--- src/rtl/rsd_pkg.sv ---
// Shared constants for the reference switchover, divider and spread block
package rsd_pkg;
  // Register byte offsets
  localparam logic [7:0] OFF_CTRL = 8'h00;
  localparam logic [7:0] OFF_PLL0 = 8'h04;
  localparam logic [7:0] OFF_STAT = 8'h14;
  localparam logic [7:0] OFF_ODIV0 = 8'h18;
  localparam logic [7:0] OFF_SSC = 8'h28;
  localparam logic [7:0] OFF_SD_LO = 8'h2C;
  localparam logic [7:0] OFF_SD_HI = 8'h30;
  localparam logic [7:0] OFF_MTOT0 = 8'h34;
  localparam logic [7:0] OFF_MOD = 8'h44;
  // Field positions
  localparam int CTRL_SM_LSB = 0;
  localparam int CTRL_PRIM_BIT = 2;
  localparam int CTRL_XCLK_BIT = 3;
  localparam int PLL_N_LSB = 8;
  localparam int PLL_A_LSB = 20;
  localparam int ODIV_PM_BIT = 7;
  localparam int ODIV_OEM_LSB = 8;
  localparam int SSC_NSSC_LSB = 4;
  localparam int SSC_OFS_LSB = 8;
  localparam int SSC_LSB_RANDOMIZE_ENABLE_BIT = 16;
  localparam int SSC_X2_BIT = 17;
  // Values after reset
  localparam logic [31:0] CTRL_RST = 32'h0000_0000;
  localparam logic [31:0] PLL_RST = 32'h0000_0000;
  localparam logic [31:0] ODIV_RST = 32'h0000_007F;
  localparam logic [31:0] SSC_RST = 32'h0000_0000;
  localparam logic [7:0] LFSR_RST = 8'h01;
  // Counts
  localparam logic [1:0] ABSENT_EDGES = 2'h2;
  localparam logic [4:0] STEP_ADD = 5'h02;
  localparam logic [6:0] Q_ALL_ONES = 7'h7F;
  localparam int NUM_PLL = 4;
  localparam int NUM_BANK = 4;
  localparam int NUM_SD = 12;
  // Disabled output levels
  localparam logic [1:0] OEM_LOW = 2'h0;
  localparam logic [1:0] OEM_HIGH = 2'h1;
endpackage

--- src/rtl/rsd_ss_if.sv ---
// Configuration and result bundle between control core and modulator
`timescale 1ns/1ps
interface rsd_ss_if;
  logic [3:0] tssc; // Step period code
  logic [2:0] nssc; // Quadrant sample code
  logic [5:0] offset; // Spread offset
  logic dither; // LSB randomize enable
  logic x2; // Amplitude double
  logic [47:0] sd; // Twelve 4-bit delta samples
  logic pfd_tick; // One pulse per phase detector cycle
  logic [9:0] point; // Current modulation point, signed
  logic active; // Modulator running
  modport ctl (output tssc, nssc, offset, dither, x2, sd, pfd_tick, input point, active);
  modport modu (input tssc, nssc, offset, dither, x2, sd, pfd_tick, output point, active);
endinterface

--- src/rtl/rsd_ssc_mod.sv ---
// Delta-sample spread-spectrum modulator for the first PLL
`timescale 1ns/1ps
module rsd_ssc_mod (
  // Clock and reset
  input wire logic clk,
  input wire logic nrst,
  // Modulator bundle
  rsd_ss_if.modu ss
);
  logic [4:0] step_cnt_reg; // Phase detector cycles in this step
  logic [3:0] idx_reg; // Sample index within quadrant
  logic [1:0] quad_reg; // Quadrant number
  logic [7:0] acc_reg; // Accumulated delta magnitude
  logic [7:0] lfsr_reg; // Dither source
  logic [9:0] point_reg; // Output point
  logic [3:0] n_samp; // Samples per quadrant
  logic step;
  logic [3:0] fwd_s;
  logic [3:0] rev_s;
  logic [9:0] scaled;
  logic [9:0] raw;

  // Fetch one 4-bit delta sample by index
  function automatic logic [3:0] sd_at(input logic [47:0] v, input logic [3:0] i);
    logic [3:0] r;
    r = 4'h0;
    for (int k = 0; k < rsd_pkg::NUM_SD; k++) begin
      if (i == 4'(k)) begin
        r = v[k*4 +: 4];
      end
    end
    return r;
  endfunction

  assign ss.active = (ss.tssc != 4'h0);
  assign n_samp = {ss.nssc, 1'b0};
  assign step = ss.active && ss.pfd_tick &&
    (step_cnt_reg == 5'({1'b0, ss.tssc} + rsd_pkg::STEP_ADD - 5'h01));
  assign fwd_s = sd_at(ss.sd, idx_reg);
  assign rev_s = sd_at(ss.sd, 4'(n_samp - 4'h1 - idx_reg));

  // Step timer in phase detector cycles
  always_ff @(posedge clk) begin
    if (!nrst || !ss.active) begin
      step_cnt_reg <= 5'h00;
    end else if (step) begin
      step_cnt_reg <= 5'h00;
    end else if (ss.pfd_tick) begin
      step_cnt_reg <= 5'(step_cnt_reg + 5'h01);
    end
  end

  always_ff @(posedge clk) begin
    if (!nrst || !ss.active) begin
      idx_reg <= 4'h0;
      quad_reg <= 2'h0;
    end else if (step) begin
      if (idx_reg >= 4'(n_samp - 4'h1)) begin
        idx_reg <= 4'h0;
        quad_reg <= 2'(quad_reg + 2'h1);
      end else begin
        idx_reg <= 4'(idx_reg + 4'h1);
      end
    end
  end

  always_ff @(posedge clk) begin
    if (!nrst || !ss.active) begin
      acc_reg <= 8'h00;
    end else if (step) begin
      // Rising halves walk forward, falling halves walk back
      if (!quad_reg[0]) begin
        acc_reg <= 8'(acc_reg + {4'h0, fwd_s});
      end else begin
        acc_reg <= 8'(acc_reg - {4'h0, rev_s});
      end
    end
  end

  // Free-running dither source
  always_ff @(posedge clk) begin
    if (!nrst) begin
      lfsr_reg <= rsd_pkg::LFSR_RST;
    end else begin
      lfsr_reg <= {lfsr_reg[6:0], lfsr_reg[7] ^ lfsr_reg[5] ^ lfsr_reg[4] ^ lfsr_reg[3]};
    end
  end

  assign scaled = ss.x2 ? {1'b0, acc_reg, 1'b0} : {2'b00, acc_reg};
  assign raw = quad_reg[1] ? 10'({4'h0, ss.offset} - scaled) :
    10'({4'h0, ss.offset} + scaled);

  always_ff @(posedge clk) begin
    if (!nrst) begin
      point_reg <= 10'h000;
    end else begin
      point_reg <= {raw[9:1], raw[0] ^ (ss.dither & lfsr_reg[0])};
    end
  end
  assign ss.point = point_reg;
endmodule

--- src/rtl/rsd_top.sv ---
// Reference switchover, PLL divider settings and output dividers with register bus
//
// Function
// - Manual mode follows the reference select pin
// - Manual reference change never glitches output
// - Auto: primary silent two secondary cycles
// - Revertive mode returns to recovered primary
// - 7-bit reference, 12-bit feedback per PLL
// - Output divider decode from count, prescale
// - Disabled divider drives chosen idle level
// - Spread active when step code nonzero
// - Step lasts code plus two cycles
// - Quadrant uses twice sample code samples
// - Four mirrored quadrants share delta samples
// - Period is four times samples times step
// - Offset zero center, nonzero down spread
// - Waveform starts at offset, adds deltas
// - Dither randomizes modulator input LSB
// - Amplitude double bit doubles delta sum
// - Primary source bit picks primary input
// - Auto switchover only with clocked crystal pin
//
// Local design decisions: the Wishbone slave port and the address map.
`timescale 1ns/1ps
module rsd_top (
  // Clock and reset
  input wire logic clk,
  input wire logic nrst,
  // Wishbone slave
  input wire logic wb_cyc_i,
  input wire logic wb_stb_i,
  input wire logic wb_we_i,
  input wire logic [7:0] wb_adr_i,
  input wire logic [3:0] wb_sel_i,
  input wire logic [31:0] wb_dat_i,
  output logic [31:0] wb_dat_o,
  output logic wb_ack_o,
  // Reference pins
  input wire logic xin_ref,
  input wire logic clkin,
  input wire logic ref_select_pin,
  // Selected reference and PLL settings
  output logic ref_out,
  output logic pfd_tick,
  output logic [3:0][6:0] pll_ref_div,
  output logic [3:0][13:0] pll_fb_total,
  output logic [9:0] ss_point,
  // Output banks
  input wire logic [3:0] bank_clk_in,
  output logic [3:0] bank_out,
  output logic [3:0] bank_out_en_n
);
  // Software registers
  logic [31:0] ctrl_reg;
  logic [3:0][31:0] pll_reg;
  logic [3:0][31:0] odiv_reg;
  logic [31:0] ssc_reg;
  logic [47:0] sd_reg;
  logic ack_reg;
  logic [31:0] rdat_reg;
  // Pin synchronisers, first stage read only by the second
  logic xin_s1, xin_s2, xin_q;
  logic clk_s1, clk_s2, clk_q;
  logic sel_s1, sel_s2;
  logic [3:0] bank_s1, bank_s2, bank_q;
  // Switchover state
  logic [1:0] absent_cnt_reg;
  logic want_sec_reg;
  logic on_sec_reg;
  logic ref_out_reg;
  logic ref_q;
  logic [6:0] pfd_cnt_reg;
  logic pfd_reg;
  // Output divider state
  logic [3:0][7:0] div_cnt_reg;
  logic [3:0] div_out_reg;
  logic [3:0] bank_out_reg;
  logic [3:0] bank_en_n_reg;
  // Decoded views
  logic [1:0] switch_mode_field;
  logic primary_source_bit;
  logic xin_is_clock;
  logic prim_s, sec_s, prim_q, sec_q;
  logic prim_edge, sec_rise;
  logic prim_absent;
  logic auto_ok;
  logic wr_en, rd_en;

  rsd_ss_if ss ();

  // Byte-lane merge for Wishbone writes
  function automatic logic [31:0] lane_wr(input logic [31:0] old, input logic [31:0] nw,
                                          input logic [3:0] sel);
    logic [31:0] r;
    r = old;
    for (int b = 0; b < 4; b++) begin
      if (sel[b]) begin
        r[b*8 +: 8] = nw[b*8 +: 8];
      end
    end
    return r;
  endfunction

  function automatic logic [13:0] fb_total(input logic [31:0] p, input logic first);
    logic [11:0] n;
    logic [3:0] a;
    logic [13:0] m;
    n = p[rsd_pkg::PLL_N_LSB +: 12];
    a = p[rsd_pkg::PLL_A_LSB +: 4];
    m = {2'b00, n};
    if (first) begin
      m = (a != 4'h0) ? 14'({n, 1'b0} + {10'h000, a} + 14'h0001) : 14'({n, 1'b0});
    end
    return m;
  endfunction

  assign wr_en = wb_cyc_i && wb_stb_i && wb_we_i && !ack_reg;
  assign rd_en = wb_cyc_i && wb_stb_i && !wb_we_i && !ack_reg;

  // Bus acknowledge, one cycle per access
  always_ff @(posedge clk) begin
    if (!nrst) begin
      ack_reg <= 1'b0;
    end else begin
      ack_reg <= wb_cyc_i && wb_stb_i && !ack_reg;
    end
  end

  // Register writes, each register one word
  always_ff @(posedge clk) begin
    if (!nrst) begin
      ctrl_reg <= rsd_pkg::CTRL_RST;
      pll_reg <= {rsd_pkg::NUM_PLL{rsd_pkg::PLL_RST}};
      odiv_reg <= {rsd_pkg::NUM_BANK{rsd_pkg::ODIV_RST}};
      ssc_reg <= rsd_pkg::SSC_RST;
      sd_reg <= 48'h0000_0000_0000;
    end else if (wr_en) begin
      if (wb_adr_i == rsd_pkg::OFF_CTRL) begin
        ctrl_reg <= lane_wr(ctrl_reg, wb_dat_i, wb_sel_i) & 32'h0000_000F;
      end
      for (int i = 0; i < rsd_pkg::NUM_PLL; i++) begin
        if (wb_adr_i == 8'(rsd_pkg::OFF_PLL0 + 8'(4 * i))) begin
          pll_reg[i] <= lane_wr(pll_reg[i], wb_dat_i, wb_sel_i) & 32'h00FF_FF7F;
        end
      end
      for (int i = 0; i < rsd_pkg::NUM_BANK; i++) begin
        if (wb_adr_i == 8'(rsd_pkg::OFF_ODIV0 + 8'(4 * i))) begin
          odiv_reg[i] <= lane_wr(odiv_reg[i], wb_dat_i, wb_sel_i) & 32'h0000_03FF;
        end
      end
      if (wb_adr_i == rsd_pkg::OFF_SSC) begin
        ssc_reg <= lane_wr(ssc_reg, wb_dat_i, wb_sel_i) & 32'h0003_3F7F;
      end
      if (wb_adr_i == rsd_pkg::OFF_SD_LO) begin
        sd_reg[31:0] <= lane_wr(sd_reg[31:0], wb_dat_i, wb_sel_i);
      end
      if (wb_adr_i == rsd_pkg::OFF_SD_HI) begin
        sd_reg[47:32] <= 16'(lane_wr({16'h0000, sd_reg[47:32]}, wb_dat_i, wb_sel_i));
      end
    end
  end

  // Read data, unmapped offsets read zero
  always_ff @(posedge clk) begin
    if (!nrst) begin
      rdat_reg <= 32'h0000_0000;
    end else if (rd_en) begin
      rdat_reg <= 32'h0000_0000;
      case (wb_adr_i)
        rsd_pkg::OFF_CTRL: rdat_reg <= ctrl_reg;
        rsd_pkg::OFF_STAT: rdat_reg <= {28'h0000000, ss.active, prim_absent,
                                        want_sec_reg, on_sec_reg};
        rsd_pkg::OFF_SSC: rdat_reg <= ssc_reg;
        rsd_pkg::OFF_SD_LO: rdat_reg <= sd_reg[31:0];
        rsd_pkg::OFF_SD_HI: rdat_reg <= {16'h0000, sd_reg[47:32]};
        rsd_pkg::OFF_MOD: rdat_reg <= {22'h000000, ss.point};
        default: begin
          for (int i = 0; i < 4; i++) begin
            if (wb_adr_i == 8'(rsd_pkg::OFF_PLL0 + 8'(4 * i))) begin
              rdat_reg <= pll_reg[i];
            end
            if (wb_adr_i == 8'(rsd_pkg::OFF_ODIV0 + 8'(4 * i))) begin
              rdat_reg <= odiv_reg[i];
            end
            if (wb_adr_i == 8'(rsd_pkg::OFF_MTOT0 + 8'(4 * i))) begin
              rdat_reg <= {18'h00000, fb_total(pll_reg[i], i == 0)};
            end
          end
        end
      endcase
    end
  end
  assign wb_ack_o = ack_reg;
  assign wb_dat_o = rdat_reg;

  // Two-stage synchronisers plus a history stage for edges
  always_ff @(posedge clk) begin
    if (!nrst) begin
      {xin_s1, xin_s2, xin_q} <= 3'b000;
      {clk_s1, clk_s2, clk_q} <= 3'b000;
      {sel_s1, sel_s2} <= 2'b00;
      bank_s1 <= 4'h0;
      bank_s2 <= 4'h0;
      bank_q <= 4'h0;
    end else begin
      {xin_s1, xin_s2, xin_q} <= {xin_ref, xin_s1, xin_s2};
      {clk_s1, clk_s2, clk_q} <= {clkin, clk_s1, clk_s2};
      {sel_s1, sel_s2} <= {ref_select_pin, sel_s1};
      bank_s1 <= bank_clk_in;
      bank_s2 <= bank_s1;
      bank_q <= bank_s2;
    end
  end

  assign switch_mode_field = ctrl_reg[rsd_pkg::CTRL_SM_LSB +: 2];
  assign primary_source_bit = ctrl_reg[rsd_pkg::CTRL_PRIM_BIT];
  assign xin_is_clock = ctrl_reg[rsd_pkg::CTRL_XCLK_BIT];
  // primary and secondary by source bit
  assign prim_s = primary_source_bit ? clk_s2 : xin_s2;
  assign sec_s = primary_source_bit ? xin_s2 : clk_s2;
  assign prim_q = primary_source_bit ? clk_q : xin_q;
  assign sec_q = primary_source_bit ? xin_q : clk_q;
  assign prim_edge = prim_s ^ prim_q;
  assign sec_rise = sec_s & ~sec_q;
  assign prim_absent = (absent_cnt_reg == rsd_pkg::ABSENT_EDGES);
  // auto only for clocked crystal pin as primary
  assign auto_ok = switch_mode_field[1] && xin_is_clock && !primary_source_bit;

  always_ff @(posedge clk) begin
    if (!nrst || prim_edge) begin
      absent_cnt_reg <= 2'h0;
    end else if (sec_rise && !prim_absent) begin
      absent_cnt_reg <= 2'(absent_cnt_reg + 2'h1);
    end
  end

  // Wanted reference per switch mode
  always_ff @(posedge clk) begin
    if (!nrst) begin
      want_sec_reg <= 1'b0;
    end else if (!switch_mode_field[1]) begin
      want_sec_reg <= sel_s2;
    end else if (!auto_ok) begin
      want_sec_reg <= 1'b0;
    end else if (prim_absent) begin
      want_sec_reg <= 1'b1;
    end else if (switch_mode_field[0]) begin
      want_sec_reg <= 1'b0;
    end
  end

  // swap only while both references low
  always_ff @(posedge clk) begin
    if (!nrst) begin
      on_sec_reg <= 1'b0;
    end else if (!prim_s && !sec_s) begin
      on_sec_reg <= want_sec_reg;
    end
  end

  // Selected reference, registered to keep it clean
  always_ff @(posedge clk) begin
    if (!nrst) begin
      ref_out_reg <= 1'b0;
      ref_q <= 1'b0;
    end else begin
      ref_out_reg <= on_sec_reg ? sec_s : prim_s;
      ref_q <= ref_out_reg;
    end
  end
  assign ref_out = ref_out_reg;

  // phase detector rate is reference over divider
  always_ff @(posedge clk) begin
    if (!nrst || pll_reg[0][6:0] == 7'h00) begin
      pfd_cnt_reg <= 7'h00;
      pfd_reg <= 1'b0;
    end else if (ref_out_reg && !ref_q) begin
      pfd_reg <= (pfd_cnt_reg == 7'(pll_reg[0][6:0] - 7'h01));
      pfd_cnt_reg <= (pfd_cnt_reg == 7'(pll_reg[0][6:0] - 7'h01)) ? 7'h00 :
        7'(pfd_cnt_reg + 7'h01);
    end else begin
      pfd_reg <= 1'b0;
    end
  end
  assign pfd_tick = pfd_reg;

  // PLL settings presented to the analog side
  always_comb begin
    for (int i = 0; i < rsd_pkg::NUM_PLL; i++) begin
      pll_ref_div[i] = pll_reg[i][6:0];
      pll_fb_total[i] = fb_total(pll_reg[i], i == 0);
    end
  end

  // Modulator configuration
  assign ss.tssc = ssc_reg[3:0];
  assign ss.nssc = ssc_reg[rsd_pkg::SSC_NSSC_LSB +: 3];
  assign ss.offset = ssc_reg[rsd_pkg::SSC_OFS_LSB +: 6];
  assign ss.dither = ssc_reg[rsd_pkg::SSC_LSB_RANDOMIZE_ENABLE_BIT];
  assign ss.x2 = ssc_reg[rsd_pkg::SSC_X2_BIT];
  assign ss.sd = sd_reg;
  assign ss.pfd_tick = pfd_reg;
  assign ss_point = ss.point;

  rsd_ssc_mod u_mod (
    .clk(clk),
    .nrst(nrst),
    .ss(ss.modu)
  );

  // output divider by count and prescale
  always_ff @(posedge clk) begin
    if (!nrst) begin
      div_cnt_reg <= '0;
      div_out_reg <= 4'h0;
    end else begin
      for (int i = 0; i < rsd_pkg::NUM_BANK; i++) begin
        if (bank_s2[i] && !bank_q[i]) begin
          // Divide by two toggles every edge, else every count plus two edges
          if (!odiv_reg[i][rsd_pkg::ODIV_PM_BIT] ||
              div_cnt_reg[i] >= 8'({1'b0, odiv_reg[i][6:0]} + 8'h01)) begin
            div_cnt_reg[i] <= 8'h00;
            div_out_reg[i] <= ~div_out_reg[i];
          end else begin
            div_cnt_reg[i] <= 8'(div_cnt_reg[i] + 8'h01);
          end
        end
      end
    end
  end

  always_ff @(posedge clk) begin
    if (!nrst) begin
      bank_out_reg <= 4'h0;
      bank_en_n_reg <= 4'hF;
    end else begin
      for (int i = 0; i < rsd_pkg::NUM_BANK; i++) begin
        if (odiv_reg[i][6:0] == rsd_pkg::Q_ALL_ONES) begin
          if (odiv_reg[i][rsd_pkg::ODIV_PM_BIT]) begin
            bank_out_reg[i] <= bank_s2[i];
            bank_en_n_reg[i] <= 1'b0;
          end else begin
            bank_out_reg[i] <= (odiv_reg[i][rsd_pkg::ODIV_OEM_LSB +: 2] == rsd_pkg::OEM_HIGH);
            bank_en_n_reg[i] <= (odiv_reg[i][rsd_pkg::ODIV_OEM_LSB +: 2] != rsd_pkg::OEM_LOW) &&
              (odiv_reg[i][rsd_pkg::ODIV_OEM_LSB +: 2] != rsd_pkg::OEM_HIGH);
          end
        end else begin
          bank_out_reg[i] <= div_out_reg[i];
          bank_en_n_reg[i] <= 1'b0;
        end
      end
    end
  end
  assign bank_out = bank_out_reg;
  assign bank_out_en_n = bank_en_n_reg;
endmodule

--- config.mk ---
export PLATFORM = sky130hd
export DESIGN_NAME = rsd_top
export DESIGN_NICKNAME = d
export VERILOG_FILES = /design/src/rtl/rsd_pkg.sv /design/src/rtl/rsd_ss_if.sv /design/src/rtl/rsd_ssc_mod.sv /design/src/rtl/rsd_top.sv
export SDC_FILE = /design/constraint.sdc
export NUM_CORES = 1
export LEC_CHECK = 0
export ABC_AREA = 1
export BUFFER_PORTS_ARGS = -buffer_cell sky130_fd_sc_hd__buf_2
export CAP_MARGIN = 40
export CORE_ASPECT_RATIO = 1.25
export CORE_MARGIN = 3
export CORE_UTILIZATION = 60
export CTS_CLUSTER_SIZE = 20
export DETAILED_ROUTE_END_ITERATION = 7
export PLACE_DENSITY = 0.81
export SYNTH_ARGS = -nofsm -noshare
export SYNTH_HDL_FRONTEND = slang
export SYNTH_HIERARCHICAL = 1
export SYNTH_SLANG_ARGS = --single-unit
export TNS_END_PERCENT = 30
--- constraint.sdc ---
create_clock -name clk -period 5.55 [get_ports clk]
set_input_delay 0.8325 -clock clk [delete_from_list [all_inputs] [get_ports clk]]
set_output_delay 0.8325 -clock clk [all_outputs]
set_load 0.02 [all_outputs]
== Word level (Yosys, flattened, before mapping) ==
Index checks and enable logic that the tools add are counted.

* $lt $le $gt $ge: 5
* Equality and inequality tests: 55
* Reduce and logical (&&, ||, !) cells: 92
* Mux-type cells: 72
* Bitwise logic cells: 13
* $add $sub $neg: 24

{| class="wikitable"
|+ Operator list
! operator !! count
|-
| $mux W32 || 11
|-
| $pmux W32 S6 || 1
|-
| $mux W4 || 25
|-
| $reduce_and A3 Y1 || 30
|-
| $eq A8 B6 Y1 const B || 8
|-
| $mux W8 || 5
|-
| $add A7 B1 Y8 const B || 4
|-
| $add A8 B1 Y8 const B || 4
|-
| $eq A4 B3 Y1 const B || 8
|-
| $eq A4 B4 Y1 const B || 8
|-
| $eq A8 B5 Y1 const B || 4
|-
| $ge A8 B8 Y1 || 4
|-
| $eq A7 B7 Y1 const B || 4
|-
| $mux W1 || 25
|-
| $mux W24 || 1
|-
| $logic_and A1 B1 Y1 || 21
|-
| $logic_not A1 Y1 || 17
|-
| $eq A4 B2 Y1 const B || 4
|-
| $eq A8 B4 Y1 const B || 2
|-
| $eq A8 B7 Y1 const B || 2
|-
| $add A13 B4 Y14 || 1
|-
| $add A14 B1 Y14 const B || 1
|-
| $mux W14 || 1
|-
| $add A6 B10 Y10 || 1
|-
| 35 further kinds || 69
|}

* Input port bits: 56
* Logic and storage cells: 327
* Register bits: 347
* Output and inout port bits: 137

== Longest topological paths before layout ==
* Depth after elaboration: 17
* Gate-level depth with buffers: 34
* Mapped depth without buffers: 34

== Modules after synthesis ==
The synthesis kept the hierarchy.

{| class="wikitable"
|+ Modules (own cells, without submodules)
! module !! times used !! area an instance (µm²) !! seq. area each (µm²) !! cells an instance
|-
| rsd_top || 1 || 15,329.7 || 6,206.0 || 2,142
|-
| rsd_ssc_mod || 1 || 3,656.0 || 740.7 || 595
|}

== Least setup slack after synthesis ==
Ideal clock, no wire load.

* Path type: register -> register
* Start: reg ssc_reg[4]
* End: reg u_mod.acc_reg[7]
* Data required time: 5.480 ns
* Buffers on the path: 0
* Library setup time: 0.070 ns
* Data arrival time: 3.600 ns
* Period minus slack after synthesis: 3.670 ns
* Cell stages (with the launch flop): 32
* Slack: 1.880 ns
* Cell sequence: dfxtp_1 inv_1 ha_1 inv_1 ha_1 nand2_1 nand4_1 nand2_4 nand2_4 nor3_1 inv_1 nand2_1 inv_1 nand4_1 nand2_1 nand4_1 nand2_1 nand2_1 nand2_1 ha_1 a21oi_1 o21ai_0 nand2_1 nand2_1 a21oi_1 nor2_1 nor2_1 nor2_1 nor2_1 xor2_1 nand2_1 a21oi_1

* Word-level cells in the longest chain between the ends: 17
* Elaborated cells on any way between the ends: 28
* Classes of those cells: add/sub: 3; eq/ne: 11; mux: 13; reduce/logical: 1

{| class="wikitable"
|+ Ends and longest elaborated chain
! element !! line !! RTL
|-
| start: declaration || rsd_top.sv:57 || <nowiki>logic [31:0] ssc_reg;</nowiki>
|-
| start signal: assignment || rsd_top.sv:135 || <nowiki>ssc_reg <= rsd_pkg::SSC_RST;</nowiki>
|-
| start signal: assignment || rsd_top.sv:152 || <nowiki>ssc_reg <= lane_wr(ssc_reg, wb_dat_i, wb_sel_i) & 32'h0003_3F7F;</nowiki>
|-
| $sub A4 B1 Y4 (*) || rsd_ssc_mod.sv:40 || <nowiki>assign rev_s = sd_at(ss.sd, 4'(n_samp - 4'h1 - idx_reg));</nowiki>
|-
| $sub A4 B4 Y4 (*) || rsd_ssc_mod.sv:40 ||
|-
| $logic_not A4 Y1 || rsd_ssc_mod.sv:28 || <nowiki>if (i == 4'(k)) begin</nowiki>
|-
| $mux W4 (11 in series) || rsd_ssc_mod.sv:28 ||
|-
| $mux W4 (*) || rsd_ssc_mod.sv:28 ||
|-
| $sub A8 B4 Y8 (*) || rsd_ssc_mod.sv:75 || <nowiki>acc_reg <= 8'(acc_reg - {4'h0, rev_s});</nowiki>
|-
| $mux W8 (*) || rsd_ssc_mod.sv:72 || <nowiki>if (!quad_reg[0]) begin</nowiki>
|-
| end signal: assignment || rsd_ssc_mod.sv:73 || <nowiki>acc_reg <= 8'(acc_reg + {4'h0, fwd_s});</nowiki>
|-
| end signal: assignment || rsd_ssc_mod.sv:75 ||
|-
| end: declaration || rsd_ssc_mod.sv:13 || <nowiki>logic [7:0] acc_reg;</nowiki>
|}

Every way passes the cells marked *; elsewhere a longest branch is shown, timed or not.
A chain may end at the register's enable or synchronous reset.

== Worst setup path after layout ==
Ends and elaborated chain as after synthesis.

==> results_dict.tcl <==
set metrics [dict create \
    drt_iter0_markers 1904 \
    portBuffers 186 \
    setup_violations 0 \
    grt_overflow 0 \
    grt_pass1_wl_mm 98.04 \
    drive_above_1_share 0.1230 \
    slew_violations 0 \
    cts_buffer_depth 3 \
    worst_ep_required_time_ns 6.02 \
    netlist_instances 2737 \
    synth.distinct_cells 53 \
    synth.avg_cell_area_sq_um 6.937 \
    hold_class "register to register" \
    rsz0062_at_grt "false" \
    postCtsSetupBuffers 0 \
    finalNetCount 2957 \
    grtUsageTotal 0.3732 \
    io_pins 193 \
    leakage_nw 9.421 \
    hold_viol 0 \
    critPathBufInv 4 \
    max_freq_ghz 0.2312 \
    post-place-ws_ns 1.314 \
    grt_pass1_vias 17979 \
    crit_path_start_kind "register" \
    synth_seq_cells 347 \
    wl_per_cell_um 19.79 \
    start_util 0.6109 \
    grt_max_degree 113 \
    fp.dieH_um 204.9 \
    fin_util 0.6715 \
    ctsHoldBuffers 0 \
    clkPwrFrac 0.478 \
    power_switching_mw 1.226 \
    slowest_delay_ns 0.35 \
    grt_antenna_before_repair 3 \
    hpwlAfterDp_mm 49.08 \
    gp_congestion 1.063 \
    skew_ns 0.009704 \
    rows 72 \
    ys_seq_area_frac 0.3659 \
    finalCritPeriodShare 0.7793 \
    p_per_area_nw_per_um2 251.1 \
    tritoncts "done" \
    path_common_cell "nand2_1" \
    largest_reg_flops 48 \
    clkTransAtPathRegs_ns 0.06 \
    drt_pass1_iterations 7 \
    cp_top_family "simple AND/OR/NAND/NOR gates" \
    core-area_sq_um 31080 \
    ys.flop_type "dfxtp_1" \
    finalSetupTns_ns 0 \
    vias 18839 \
    drtAntennaViolNets 0 \
    syn_to_final_growth_pct 9.925 \
    dieWidth_um 165.1 \
    status "completed" \
    relSlewSlack 0.4163 \
    comb_power_share 0.040 \
    p_int_mw 4.014 \
    design.die.area_sq_um 33830 \
    swShare 0.2339 \
    clk_latency_ns 0.54 \
    post_cts_resized 0 \
    synth_area_sq_um 18990 \
    pwr-share-seq 0.482 \
    critPathMaxFanout 9 \
    min_period_ns 4.325 \
    layout_setup_ws_ns 1.225 \
    end_kind "register" \
    crit_type "register to register" \
    fillers 2790 \
    crit_slowest_cell "dfxtp_1" \
    synthArstFlopShare 0 \
    final_common_cell "nand2_1" \
    synth_enable_flop_cells 0 \
    arrival_ns 4.79 \
    peakVddDrop_uv 244.4 \
    tightest_slew_ns 0.8734 \
    vias_per_cell 5.774 \
    drc 0 \
    htree_levels 2 \
    cts_buffers 37 \
    whs_ns 0.4120 \
    yosys_warnings 6 \
    layout_common_cells "496 x nand2_1, 393 x nor2_1, 347 x dfxtp_1, 328 x inv_1, 279 x o21ai_0" \
    cts_root_buf "clkbuf_16" \
    maxCapViolations 0 \
    routed_wl_mm 64.57 \
    cts_sinks 347 \
]
[synthesized netlist by cell type, types with 18 or more instances]
| cell | count | share of area |
|---|---|---|
| nand4_1 | 42 | 0.014 |
| o21ai_0 | 279 | 0.074 |
| nor2_2 | 20 | 0.0066 |
| o22ai_1 | 19 | 0.0063 |
| o211ai_1 | 25 | 0.0099 |
| nor2_1 | 394 | 0.078 |
| or2_2 | 21 | 0.0069 |
| buf_4 | 71 | 0.028 |
| clkbuf_1 | 56 | 0.011 |
| buf_2 | 21 | 0.0055 |
| dfxtp_1 | 347 | 0.37 |
| inv_2 | 18 | 0.0036 |
| xor2_1 | 55 | 0.025 |
| xnor2_1 | 25 | 0.012 |
| nand2_1 | 496 | 0.098 |
| nor3_1 | 28 | 0.0074 |
| ha_1 | 74 | 0.049 |
| a211oi_1 | 23 | 0.0091 |
| a21oi_1 | 177 | 0.047 |
| inv_1 | 328 | 0.065 |
| nand3_1 | 96 | 0.025 |
[logic make-up (layout without fill, tap and decap cells)]
kind of cell / after synthesis / count (layout) / synth area share
buffers and inverters: 503 / 614 / 0.1161
DFF: 347 / 347 / 0.3659
adders and majority gates: 77 / 77 / 0.05193
xor gates and xnor gates: 82 / 82 / 0.03862
AOI/OAI and AO/OA: 575 / 575 / 0.1673
muxes: 1 / 1 / 0.0005272
and+or+nand+nor: 1151 / 1151 / 0.2595
other: 1 / 9 / 0.0001975
[power by group through the flow]
stage | Combinational [mW] | Sequential [mW] | Clock [mW]
floorplan | 0.110 | 2.58 | 0
CTS | 0.206 | 2.52 | 2.51
global route | 0.228 | 2.53 | 2.61
finish | 0.212 | 2.53 | 2.50
global placement | 0.200 | 2.58 | 0
detailed placement | 0.205 | 2.58 | 0
[final cells by class]
type | count | area (sq um) | share of cell area
timing repair buffer | 196 | 1016 | 0.04868
tap | 407 | 509.2 | 0.02440
clock inverter | 11 | 96.34 | 0.004616
clock buffer | 57 | 1124 | 0.05384
multi-input combinational | 1892 | 9857 | 0.4723
sequential | 347 | 6947 | 0.3329
antenna | 3 | 7.507 | 0.0003597
inverter | 350 | 1314 | 0.06295
[layer usage]
metal | routed length, um | global-route usage
met5 | 0 | 0
met4 | 5126 | 0.2580
met3 | 5086 | 0.06210
met2 | 31040 | 0.6313
met1 | 23320 | 0.4249
[metrics by stage]
| step | std cells | power (mW) | area, sq um |
|---|---|---|---|
| 3_3_place_gp | 3190 | 2.780 | 19620 |
| 5_1_grt | 3263 | 5.360 | 20870 |
| 3_5_place_dp | 3192 | 2.784 | 19640 |
| 2_1_floorplan | 2742 | 2.695 | 19000 |
| 4_1_cts | 3260 | 5.244 | 20860 |
| 6_report | 3263 | 5.240 | 20870 |
[worst paths after layout]
| check | startpoint | endpoint | slack (ns) | cells past startpoint |
|---|---|---|---|---|
| max reg2reg | ssc_reg[4] | u_mod/acc_reg[7] | 1.22 | 31 |
| max | ssc_reg[4] | u_mod/acc_reg[7] | 1.22 | 31 |
| min | u_mod/lfsr_reg[6] | u_mod/lfsr_reg[7] | 0.41 | 2 |
| min reg2reg | u_mod/lfsr_reg[6] | u_mod/lfsr_reg[7] | 0.41 | 2 |
[tightest hold or removal path, delay by kind of cell (launching register included)]
kind / cells / cell delay [ns]
flip-flops: 1 / 0.30
AND/OR/NAND/NOR: 1 / 0.05
buffers and inverters: 1 / 0.04
No activity file was read; power rests on OpenSTA's default activity.
